<file path="config.mk">
export PLATFORM = sky130hd
export DESIGN_NAME = fpx_exception_sync
export DESIGN_NICKNAME = d
export VERILOG_FILES = /design/src/fpx_pkg.sv /design/src/fpx_eval_if.sv /design/src/fpx_exc_eval.sv /design/src/fpx_exception_sync.sv
export SDC_FILE = /design/constraint.sdc
export NUM_CORES = 1
export LEC_CHECK = 0
export BUFFER_PORTS_ARGS = -buffer_cell sky130_fd_sc_hd__buf_2
export CORE_UTILIZATION = 50
export CTS_CLUSTER_SIZE = 16
export DETAILED_ROUTE_END_ITERATION = 8
export GPL_TIMING_DRIVEN = 0
export PLACE_DENSITY = 0.82
export SETUP_SLACK_MARGIN = 0.1
export SYNTH_ARGS = -nofsm -noshare
export SYNTH_HDL_FRONTEND = slang
export SYNTH_SLANG_ARGS = --single-unit
</file>
<file path="constraint.sdc">
create_clock -name sys_clk -period 3.6 [get_ports sys_clk]
set_input_delay 0.72 -clock sys_clk [delete_from_list [all_inputs] [get_ports sys_clk]]
set_output_delay 0.72 -clock sys_clk [all_outputs]
set_load 0.005 [all_outputs]
</file>
<file path="src/fpx_pkg.sv">
// constants and types shared by the deferred floating-point trap logic
package fpx_pkg;

    // number of exception flags in the status word and the mask field
    localparam int          FPX_NEXC     = 6;

    // flag and mask bit positions
    localparam int          FPX_EXC_INV  = 0;
    localparam int          FPX_EXC_DEN  = 1;
    localparam int          FPX_EXC_ZDIV = 2;
    localparam int          FPX_EXC_OVF  = 3;
    localparam int          FPX_EXC_UNF  = 4;
    localparam int          FPX_EXC_PREC = 5;

    // exceptions caught before the operation starts
    localparam logic [5:0]  FPX_PRE_OP_SEL = 6'h07;

    // values after reset and after initialise
    localparam logic [5:0]  FPX_RST_STATUS = 6'h00;
    localparam logic [5:0]  FPX_RST_MASK   = 6'h3f;
    localparam logic [5:0]  FPX_MASK_ALL   = 6'h3f;
    localparam logic [11:0] FPX_RST_STORE  = 12'h000;

    // kind of floating-point instruction presented at issue
    typedef enum logic [3:0] {
        fpx_kind_none,
        fpx_kind_arith,
        fpx_kind_wait,
        fpx_kind_init,
        fpx_kind_stenv,
        fpx_kind_save,
        fpx_kind_stsw,
        fpx_kind_stcw,
        fpx_kind_clex
    } fpx_kind_e;

endpackage : fpx_pkg

</file>
<file path="src/fpx_eval_if.sv">
// carrier between the sequencer and the exception evaluator
`timescale 1ns/100ps
interface fpx_eval_if;
    logic [5:0] flags;        // conditions raised by the current operation
    logic [5:0] mask;         // mask bits in force
    logic [5:0] unmasked;     // raised and not masked
    logic       any_unmasked; // at least one unmasked condition
    logic       write_ok;     // destination may be written

    modport req  (output flags, output mask, input unmasked, input any_unmasked, input write_ok);
    modport eval (input flags, input mask, output unmasked, output any_unmasked, output write_ok);
endinterface : fpx_eval_if

</file>
<file path="src/fpx_exc_eval.sv">
// combinational classification of the exceptions raised by one operation
`timescale 1ns/100ps
module fpx_exc_eval (
    fpx_eval_if.eval e
);

    ////////////////////////////////////////////////////////////////////////////
    // unmasked conditions and destination write permission
    assign e.unmasked     = e.flags & ~e.mask;
    assign e.any_unmasked = |e.unmasked;
    // an unmasked pre-operation fault leaves stack and memory untouched
    assign e.write_ok     = ~|(e.unmasked & fpx_pkg::FPX_PRE_OP_SEL);

endmodule : fpx_exc_eval

</file>
<file path="src/fpx_exception_sync.sv">
// deferred trap sequencing for unmasked floating-point exceptions
`timescale 1ns/100ps

module fpx_exception_sync (
    input  wire logic                sys_clk,
    input  wire logic                rst,
    input  wire logic                issue_valid,
    input  fpx_pkg::fpx_kind_e       issue_kind,
    input  wire logic [5:0]          exc_flags,
    input  wire logic                ctrl_wr,
    input  wire logic [5:0]          ctrl_wdata,
    output logic                     trap_req,
    output logic                     pending_summary_flag,
    output logic [5:0]               status_flags,
    output logic [5:0]               exc_masks,
    output logic                     result_wr,
    output logic                     fault_halt,
    output logic                     insn_done,
    output logic                     store_valid,
    output logic [11:0]              store_data
);

    ////////////////////////////////////////////////////////////////////////////
    // state and next values
    logic [5:0]  status_ff;
    logic [5:0]  mask_ff;
    logic        pend_ff;
    logic        trap_ff;
    logic        wr_ff;
    logic        halt_ff;
    logic        done_ff;
    logic        sv_ff;
    logic [11:0] sd_ff;
    logic [5:0]  nxt_status;
    logic [5:0]  nxt_mask;
    logic        nxt_pend;
    logic        nxt_trap;
    logic        nxt_wr;
    logic        nxt_halt;
    logic        nxt_done;
    logic        nxt_sv;
    logic [11:0] nxt_sd;
    logic        is_check;
    logic        is_nowait;

    fpx_eval_if ev ();

    ////////////////////////////////////////////////////////////////////////////
    // exception evaluator for the operation at issue
    assign ev.flags = exc_flags;
    assign ev.mask  = mask_ff;

    fpx_exc_eval u_eval (
        .e (ev.eval)
    );

    // instruction classes
    assign is_check  = issue_valid && (issue_kind == fpx_pkg::fpx_kind_arith ||
                                       issue_kind == fpx_pkg::fpx_kind_wait);
    assign is_nowait = issue_valid && (issue_kind == fpx_pkg::fpx_kind_init  ||
                                       issue_kind == fpx_pkg::fpx_kind_stenv ||
                                       issue_kind == fpx_pkg::fpx_kind_save  ||
                                       issue_kind == fpx_pkg::fpx_kind_stsw  ||
                                       issue_kind == fpx_pkg::fpx_kind_stcw  ||
                                       issue_kind == fpx_pkg::fpx_kind_clex);

    ////////////////////////////////////////////////////////////////////////////
    // next state per issued instruction; integer work is never held here
    always_comb
    begin
        nxt_status = status_ff;
        nxt_mask   = mask_ff;
        nxt_trap   = 1'b0;
        nxt_wr     = 1'b0;
        nxt_halt   = 1'b0;
        nxt_done   = 1'b0;
        nxt_sv     = 1'b0;
        nxt_sd     = sd_ff;
        if (ctrl_wr)
        begin
            nxt_mask = ctrl_wdata;
        end
        if (issue_valid)
        begin
            case (issue_kind)
                fpx_pkg::fpx_kind_arith,
                fpx_pkg::fpx_kind_wait:
                begin
                    if (pend_ff)
                    begin
                        nxt_trap = 1'b1;
                    end
                    else
                    begin
                        nxt_done = 1'b1;
                        if (issue_kind == fpx_pkg::fpx_kind_arith)
                        begin
                            nxt_status = status_ff | exc_flags;
                            nxt_halt   = ev.any_unmasked;
                            nxt_wr     = ev.write_ok;
                        end
                    end
                end
                fpx_pkg::fpx_kind_init:
                begin
                    nxt_status = fpx_pkg::FPX_RST_STATUS;
                    nxt_mask   = fpx_pkg::FPX_MASK_ALL;
                    nxt_done   = 1'b1;
                end
                fpx_pkg::fpx_kind_stenv,
                fpx_pkg::fpx_kind_save:
                begin
                    nxt_mask = fpx_pkg::FPX_MASK_ALL;
                    nxt_sv   = 1'b1;
                    nxt_sd   = {mask_ff, status_ff};
                    nxt_done = 1'b1;
                end
                fpx_pkg::fpx_kind_stsw,
                fpx_pkg::fpx_kind_stcw:
                begin
                    nxt_sv   = 1'b1;
                    nxt_sd   = {mask_ff, status_ff};
                    nxt_done = 1'b1;
                end
                fpx_pkg::fpx_kind_clex:
                begin
                    nxt_status = fpx_pkg::FPX_RST_STATUS;
                    nxt_done   = 1'b1;
                end
                default:
                begin
                    nxt_done = 1'b0;
                end
            endcase
        end
        // summary follows flags and masks, so masked flags never pend
        nxt_pend = |(nxt_status & ~nxt_mask);
    end

    ////////////////////////////////////////////////////////////////////////////
    // status word, masks and summary flag
    always_ff @(posedge sys_clk)
    begin
        if (rst)
        begin
            status_ff <= fpx_pkg::FPX_RST_STATUS;
            mask_ff   <= fpx_pkg::FPX_RST_MASK;
            pend_ff   <= 1'b0;
        end
        else
        begin
            status_ff <= nxt_status;
            mask_ff   <= nxt_mask;
            pend_ff   <= nxt_pend;
        end
    end

    // trap delivery and execution results
    always_ff @(posedge sys_clk)
    begin
        if (rst)
        begin
            trap_ff <= 1'b0;
            wr_ff   <= 1'b0;
            halt_ff <= 1'b0;
            done_ff <= 1'b0;
        end
        else
        begin
            trap_ff <= nxt_trap;
            wr_ff   <= nxt_wr;
            halt_ff <= nxt_halt;
            done_ff <= nxt_done;
        end
    end

    // store path of the non-waiting stenv, save, stsw and stcw instructions
    always_ff @(posedge sys_clk)
    begin
        if (rst)
        begin
            sv_ff <= 1'b0;
            sd_ff <= fpx_pkg::FPX_RST_STORE;
        end
        else
        begin
            sv_ff <= nxt_sv;
            sd_ff <= nxt_sd;
        end
    end

    ////////////////////////////////////////////////////////////////////////////
    // outputs straight from flip-flops
    assign trap_req             = trap_ff;
    assign pending_summary_flag = pend_ff;
    assign status_flags         = status_ff;
    assign exc_masks            = mask_ff;
    assign result_wr            = wr_ff;
    assign fault_halt           = halt_ff;
    assign insn_done            = done_ff;
    assign store_valid          = sv_ff;
    assign store_data           = sd_ff;
endmodule : fpx_exception_sync

</file>
# == After elaboration in Yosys (flattened, before gate mapping) ==
# Cells that the tools add are included.
# totals
inputBits,20
output_inout_bits,30
regBits,30
wordCells,49
# classes
bitwise,8
reduce_logical,13
mux,11
n_eq_ne,8
# op_table
operator,count
$mux W6,6
$reduce_or A6 Y1,3
$eq A4 B3 Y1 const B,4
$and A6 B6 Y6,2
$not A6 Y6,2
$pmux W6 S2,1
$reduce_or A3 Y1,3
$eq A4 B2 Y1 const B,2
$or A6 B6 Y6,1
$reduce_or A2 Y1,3
$reduce_or A5 Y1,1
$eq A4 B1 Y1 const B,1
$eq A4 B4 Y1 const B,1
$reduce_or A4 Y1,1
$mux W1,3
$not A1 Y1,3
$pmux W1 S2,1
$reduce_and A2 Y1,1
$logic_not A1 Y1,1

# == Logic depth before layout (Yosys ltp) ==
# Gate-level depths: netlist of the first run.
# depth
depth_word,7
ltp_mapped,6

# == Cells and area by module ==
# Synthesis of the first run repeated with hierarchy kept, for this count alone.
# unflattened
hier_cells,142
hier_area_um2,1255.0
# modules_own_cells
mod,instances,cells_each,area_per_inst_um2
fpx_exception_sync,1,133,1183.6
fpx_exc_eval,1,9,71.3

# == Worst setup path before layout of the first run ==
# No wires, ideal clock.
# synth_timing
path_kind,in2reg
from,input port ctrl_wr
to,"register pend_ff, in the netlist pending_summary_flag"
arrival_time_ns,1.693
stages,5
required_ns,3.530
n_path_buf,1
path_slack_ns,1.837
path_cell_list,clkbuf_1 -> mux2_2 -> o22ai_1 -> o21bai_1 -> a21boi_1
# synth_via
elab_chain_len,6
# synth_rtl
element,line,rtl
from (decl),fpx_exception_sync.sv:10,"input wire logic ctrl_wr,"
$mux W6 *,fpx_exception_sync.sv:79,if (ctrl_wr)
$mux W6,fpx_exception_sync.sv:85,case (issue_kind)
$mux W6 *,fpx_exception_sync.sv:83,if (issue_valid)
$not A6 Y6 *,fpx_exception_sync.sv:137,nxt_pend = |(nxt_status & ~nxt_mask);
$and A6 B6 Y6 *,fpx_exception_sync.sv:137,
$reduce_or A6 Y1 *,fpx_exception_sync.sv:137,
to (signal assigned),fpx_exception_sync.sv:154,pend_ff <= nxt_pend;
to (decl),fpx_exception_sync.sv:27,logic pend_ff;
# Every way passes the cells marked *; elsewhere a longest branch is shown, timed or not.
# A chain may end at the register's enable or synchronous reset.

# == Final worst setup path of the first run ==
# layout_timing
from,input port issue_kind[1]
to,"register pend_ff, in the netlist pending_summary_flag"
# layout_via
elab_chain_len,7
word_cells_on_any_way,18
classes_between,6 x eq/ne; 6 x mux; 2 x bitwise; 4 x reduce/logical
# layout_rtl
element,line,rtl
from (decl),fpx_exception_sync.sv:8,"input fpx_pkg::fpx_kind_e issue_kind,"
$eq A4 B1 Y1 (tied with other cells),"fpx_exception_sync.sv:85, fpx_exception_sync.sv:96",
$mux W6 / $reduce_or A3 Y1 (equally long branches),-,
"$mux W6, on equally long branches","fpx_exception_sync.sv:89, fpx_exception_sync.sv:85",
$pmux W6 S2 / $mux W6 (equally long branches),"fpx_exception_sync.sv:85, fpx_exception_sync.sv:83",
$mux W6 / $not A6 Y6 (equally long branches),"fpx_exception_sync.sv:83, fpx_exception_sync.sv:137",
$and A6 B6 Y6 *,fpx_exception_sync.sv:137,
$reduce_or A6 Y1 *,fpx_exception_sync.sv:137,
# Marked as above.

==> out/qor.txt, run 1 <==
status -> complete, no violations
CTS tree -> built
async set-reset flop share out of synthesis -> 0%
drt first-iter violations -> 24
Area Overhead vs Synth -> 25.51%
worst slew pin tran -> 0.4799 ns
CTS Buf Count -> 5
post-cts resize count -> 0
CTS max path bufs -> 2
Pleak -> 0.7010 nW
Syn Nets -> 162
htree depth -> 2
Hold Violations, Final -> 0
layout cell share with drive strength beyond 1 -> 33.16%
critical path class -> primary input to flip-flop
root buffer cell -> clkbuf_4
clock share of power -> 29.5%
GR Overflow Total -> 0
Initial Util -> 54.32%
dpl cell area -> 0.001506 mm²
core area -> 0.002276 mm²
Tmin final -> 1.622 ns
Post-CTS Setup Inserts -> 0
Final Total Pwr -> 0.6041 mW
Critical Path Fanout Max -> 7
Fin Clk Skew -> 0.003354 ns
WL/cell -> 13.85 µm
DIE HEIGHT -> 51.72 µm
Psw -> 0.1548 mW
Vias -> 1193
Die X -> 51.72 µm
WP data arrival -> 1.83 ns
maximum vdd drop -> 254.1 µV
Max-Cap Viols -> 0
YS warnings -> 0
Die ar. -> 0.002675 mm²
Synth Area per Inst -> 8.706 µm²
antenna violations before repair -> 0
Tcrit/Tclk final -> 45.04%
vias in the first global route -> 1081
Commonest cells post-synth -> dfxtp_1 (30), nand2_1 (29), a21oi_1 (14)
final setup fails -> 0
CTS clock-pin slew for the worst setup and hold paths -> 0.08 ns
RSZ-0062 raised after global routing -> no
Clock Sinks -> 30
dpl ws -> 1.644 ns
Internal -> 0.4493 mW
Layout fillers -> 204
FF+latch count, synth -> 30
GPL Wtd Cong -> 0.8622
Via-to-Cell Ratio -> 5.326
largest area contributor in the netlist -> dfxtp_1
post-layout net count -> 216
Rel. slew slack -> 68.01%
Worst setup SP type -> primary input
post-route antenna net violation count -> 0
Total Wirelength -> 3102 µm
count leader, synth -> dfxtp_1
Yosys top cell area share -> 48.58%
sw frac -> 25.62%
endpoint class of the critical path -> flip-flop
multi-input logic area -> 571.8 µm²
setup slack after layout -> 1.979 ns
fin cells -> 224
hold_ws -> 0.4589 ns
I/O Buffers -> 47
P per Cell Area -> 389.4 mW/mm²
Post-synth EDFFs -> 0
first-pass GRT wire length -> 4926 µm
num rows -> 17
Achievable Freq -> 0.6167 GHz
register share of total power -> 57.6%
Total GRT Usage -> 26.39%
post-synthesis sequential area ratio -> 48.58%
hold crit path type -> flip-flop to flip-flop
clk_lat worst skew -> 0.32 ns
synth top area cells -> dfxtp_1 (49%), nand2_1 (8.8%), a21oi_1 (5.7%)
dpl cells -> 217
Hold-fix buffers, CTS -> 0
hpwl dp -> 2357 µm
Crit path required time -> 3.81 ns
number of distinct library cells after synthesis -> 35
TNS Setup -> 0 ns
Comb power frac -> 12.9%
Register Area -> 600.6 µm²
utilization after layout -> 68.17%
drt first pass iters -> 4
largest net degree at the start of global routing -> 11
cell count after synthesis -> 142
Antenna Cells -> 0
Post-Syn Area -> 0.001236 mm²
dominant synthesized flop cell -> dfxtp_1
Finished Cell Area -> 0.001551 mm²
DR DRC count -> 0
Slew Viols, Final -> 0
io pins -> 50
## final cells by class
type / count / area share (%)
clock buffers: 7 / 2.903
multi-input cells: 98 / 36.85
repair buffers: 47 / 15.16
inverters: 7 / 1.694
plain buffers: 7 / 2.419
well taps: 28 / 2.258
flip-flops and latches: 30 / 38.71
## flip-flops by register name, indices dropped and copies added, names as in the netlist
register	count
store_data	12
result_wr	1
exc_masks	6
trap_req	1
insn_done	1
pending_summary_flag	1
store_valid	1
fault_halt	1
status_flags	6
## worst max-delay path: stages
cell	delay (ns)
buf_2	0.15
or3b_4	0.42
a21oi_4	0.20
nor2_1	0.09
a22oi_2	0.17
a21boi_1	0.08
## worst paths after layout
kind                              from              endpoint  slack, ns  cells after the start
setup / recovery         issue_kind[1]  pending_summary_flag       1.98                      6
hold / removal           store_data[6]         store_data[6]       0.46                      2
setup reg to reg  pending_summary_flag  pending_summary_flag       2.19                      5
hold reg to reg          store_data[6]         store_data[6]       0.46                      2
## cells in the final DEF (no fill, tap or decap), types with 3 or more instances in the layout
master     n
buf_2     49
dfxtp_1   30
nand2_1   29
a21oi_1   14
nor2_1     9
a31oi_1    7
inv_1      7
clkbuf_1   5
clkbuf_4   5
nor3_1     4
mux2i_1    3
mux2_2     3
a211o_1    3
o22ai_1    3
## routing by layer
metal,GRT usage (%),share of wire [%],up-vias
met5,0,0,-
met4,13.96,1.8,0
met3,9.942,7.8,6
met2,42.42,48,52
met1,30.18,42,538
li1,-,-,597
## power by group through the flow
stage	clock [mW]	combinational, mW	sequential [mW]
after floorplan	0	0.0431	0.356
after global placement	0	0.0746	0.355
after CTS	0.184	0.0778	0.348
after global routing	0.197	0.0864	0.349
after detailed placement	0	0.0774	0.356
final	0.178	0.0778	0.348
## logic make-up (layout without fill, tap and decap cells)
group | Yosys count | in the layout | share of synthesized area (%)
DFF | 30 | 30 | 48.58
xor gates and xnor gates | 1 | 1 | 0.7086
muxes | 6 | 6 | 5.162
AOI/OAI and AO/OA | 36 | 36 | 19.13
buffers and inverters | 14 | 68 | 5.162
and+or+nand+nor | 55 | 55 | 21.26
Power figures use the tool's default switching activity.
==> inputs of run 2 (changes only) <==
--- a/config.mk
+++ b/config.mk
@@ -5,12 +5,13 @@
 export SDC_FILE = /design/constraint.sdc
 export NUM_CORES = 1
 export LEC_CHECK = 0
+export ABC_AREA = 1
 export BUFFER_PORTS_ARGS = -buffer_cell sky130_fd_sc_hd__buf_2
-export CORE_UTILIZATION = 50
+export CORE_UTILIZATION = 48
 export CTS_CLUSTER_SIZE = 16
 export DETAILED_ROUTE_END_ITERATION = 8
 export GPL_TIMING_DRIVEN = 0
-export PLACE_DENSITY = 0.82
+export PLACE_DENSITY = 0.78
 export SETUP_SLACK_MARGIN = 0.1
 export SYNTH_ARGS = -nofsm -noshare
 export SYNTH_HDL_FRONTEND = slang
==> constraint.sdc (replaced) <==
create_clock -name sys_clk -period 1.5 [get_ports sys_clk]
set_input_delay 0.3 -clock sys_clk [delete_from_list [all_inputs] [get_ports sys_clk]]
set_output_delay 0.3 -clock sys_clk [all_outputs]
set_load 0.005 [all_outputs]
==> out/qor.txt, run 2 <==
status -> complete, no violations (unchanged)
GPL Wtd Cong -> 0.7972 (was 0.8622)
utilization after layout -> 64.90% (was 68.17%)
num rows -> 18 (was 17)
Critical Path Fanout Max -> 7 (unchanged)
Slew Viols, Final -> 0 (unchanged)
Via-to-Cell Ratio -> 5.137 (was 5.326)
Post-Syn Area -> 0.001326 mm² (was 0.001236 mm²)
htree depth -> 2 (unchanged)
Clock Sinks -> 30 (unchanged)
P per Cell Area -> 890.1 mW/mm² (was 389.4 mW/mm²)
Syn Nets -> 213 (was 162)
Total Wirelength -> 3182 µm (was 3102 µm)
TNS Setup -> 0 ns (unchanged)
post-synthesis sequential area ratio -> 45.28% (was 48.58%)
Die ar. -> 0.002977 mm² (was 0.002675 mm²)
hold crit path type -> primary input to flip-flop (was flip-flop to flip-flop)
Vias -> 1428 (was 1193)
r2r setup slk -> 0.32 ns (was 2.19 ns)
layout cell share with drive strength beyond 1 -> 26.61% (was 33.16%)
most frequent cells in the layout -> nand2_1 (54), buf_2 (54), dfxtp_1 (30), nand3_1 (23), inv_1 (22) (was buf_2 (49), dfxtp_1 (30), nand2_1 (29), a21oi_1 (14), nor2_1 (9))
Rel. slew slack -> 70.84% (was 68.01%)
synth top area cells -> dfxtp_1 (45%), nand2_1 (15%), nand3_1 (8.7%) (was dfxtp_1 (49%), nand2_1 (8.8%), a21oi_1 (5.7%))
max reg flops -> 12 (unchanged)
clk_lat worst skew -> 0.32 ns (about the same)
largest net degree at the start of global routing -> 11 (unchanged)
CTS clock-pin slew for the worst setup and hold paths -> 0.09 ns (was 0.08 ns)
async set-reset flop share out of synthesis -> 0% (unchanged)
drt first-iter violations -> 47 (was 24)
GR Overflow Total -> 0 (unchanged)
Synth Area per Inst -> 6.872 µm² (was 8.706 µm²)
Commonest cells post-synth -> nand2_1 (54), dfxtp_1 (30), inv_1 (23), nand3_1 (23) (was dfxtp_1 (30), nand2_1 (29), a21oi_1 (14))
antenna violations before repair -> 0 (unchanged)
dpl ws -> 0.07569 ns (was 1.644 ns)
number of distinct library cells after synthesis -> 17 (was 35)
drt first pass iters -> 4 (unchanged)
Tcrit/Tclk final -> 78.48%
Achievable Freq -> 0.8495 GHz
Pleak -> 0.8662 nW (was 0.7010 nW)
setup slack after layout -> 0.3228 ns (was 1.979 ns)
Hold-fix buffers, CTS -> 0 (unchanged)
post-layout net count -> 268 (was 216)
Layout fillers -> 269 (was 204)
count leader, synth -> nand2_1 (was dfxtp_1)
largest area contributor in the netlist -> dfxtp_1 (unchanged)
Fin Clk Skew -> 0.004898 ns (was 0.003354 ns)
root buffer cell -> clkbuf_4 (unchanged)
hpwl dp -> 2437 µm (was 2357 µm)
Initial Util -> 52.11% (was 54.32%)
CP dominant cell by count -> nand2_1
dominant synthesized flop cell -> dfxtp_1 (unchanged)
cell count after synthesis -> 193 (was 142)
WL/cell -> 11.45 µm (was 13.85 µm)
Area Overhead vs Synth -> 24.53% (was 25.51%)
Yosys top cell area share -> 45.28% (was 48.58%)
first-pass GRT wire length -> 4981 µm (was 4926 µm)
post-route antenna net violation count -> 0 (unchanged)
I/O Buffers -> 48 (was 47)
post-cts resize count -> 0 (unchanged)
CTS Buf Count -> 5 (unchanged)
CTS max path bufs -> 2 (unchanged)
DIE HEIGHT -> 54.57 µm (was 51.72 µm)
worst slew pin tran -> 0.4374 ns (was 0.4799 ns)
Antenna Cells -> 0 (unchanged)
Worst setup SP type -> flip-flop (was primary input)
YS warnings -> 0 (unchanged)
Tmin final -> 1.177 ns
hold_ws -> 0.2831 ns (was 0.4589 ns)
crit-path cells -> inv_2, nand2_1, nand3b_1, nand2_1, nand2_1, nor2_1, nor2_1, a21oi_1 (was buf_2, or3b_4, a21oi_4, nor2_1, a22oi_2, a21boi_1)
vias in the first global route -> 1202 (was 1081)
Worst path slowest cell -> dfxtp_1 (was or3b_4)
RSZ-0062 raised after global routing -> no (unchanged)
slowest stage delay, CP -> 0.35 ns (was 0.42 ns)
WP data arrival -> 1.43 ns (was 1.83 ns)
maximum vdd drop -> 734.1 µV (was 254.1 µV)
Post-synth EDFFs -> 0 (unchanged)
critical path class -> flip-flop to flip-flop (was primary input to flip-flop)
CTS tree -> built (unchanged)
Crit path required time -> 1.76 ns (was 3.81 ns)
Total GRT Usage -> 23.90% (was 26.39%)
Die X -> 54.57 µm (was 51.72 µm)
final setup fails -> 0 (unchanged)
core area -> 0.002545 mm² (was 0.002276 mm²)
DR DRC count -> 0 (unchanged)
Post-CTS Setup Inserts -> 0 (unchanged)
FF+latch count, synth -> 30 (unchanged)
Hold Violations, Final -> 0 (unchanged)
endpoint class of the critical path -> flip-flop (unchanged)
Max-Cap Viols -> 0 (unchanged)
io pins -> 50 (unchanged)
==> run 2: layer usage <==
metal / global-route usage [%] / wire (µm) / vias up / part of all wire (%)
met5: 0 / 0 / - / 0
met4: 8.974 / 49 / 0 / 1.5
met3: 6.389 / 224 / 6 / 7.0
met2: 40.04 / 1525 / 54 / 48
met1: 29.01 / 1382 / 635 / 43
li1: - / - / 733 / -
==> run 2: through the flow <==
stage	power, mW	std cells	area, µm²
2_1_floorplan	0.9715	193	1326
3_3_place_gp	1.052	271	1604
3_5_place_dp	1.054	271	1604
4_1_cts	1.470	278	1652
5_1_grt	1.538	278	1652
6_report	1.470	278	1652
==> run 2: kinds of logic after synthesis <==
group	count (synthesis)	synth area share (%)
AO/OA/AOI/OAI	26	10.09
AND/OR/NAND/NOR	106	35.00
flip-flops	30	45.28
buffers and inverters	31	9.622
==> run 2: cell type report <==
| cell class | instances | area (µm²) | share of cell area [%] |
|---|---|---|---|
| Timing Repair Buffer | 48 | 240.2 | 14.55 |
| Clock inverter | 2 | 10.01 | 0.6061 |
| Multi-Input combinational cell | 132 | 598.1 | 36.21 |
| Buffer | 8 | 41.29 | 2.500 |
| Clock buffer | 5 | 37.54 | 2.273 |
| Sequential cell | 30 | 600.6 | 36.36 |
| Tap cell | 30 | 37.54 | 2.273 |
| Inverter | 23 | 86.33 | 5.227 |
==> run 2: worst max-delay path, delay by kind of cell, from the launching register on <==
kind,cells,cell delay [ns]
flip-flops,1,0.35
buffers and inverters,1,0.12
AND/OR/NAND/NOR,6,0.52
AO/OA/AOI/OAI,1,0.13
==> run 2: path summary, 6_finish.rpt <==
check | depth (start not counted) | to | start
worst min-delay path | 3 | fault_halt | exc_flags[4]
worst max-delay path | 8 | pending_summary_flag | pending_summary_flag
worst min register to register | 2 | store_data[5] | store_data[5]
worst max register to register | 8 | pending_summary_flag | pending_summary_flag
==> run 2: power by group <==
part	internal (mW)	leakage (nW)	switching [mW]
clock network	0.168	0.0308	0.264
logic	0.0780	0.591	0.121
registers	0.821	0.244	0.0179
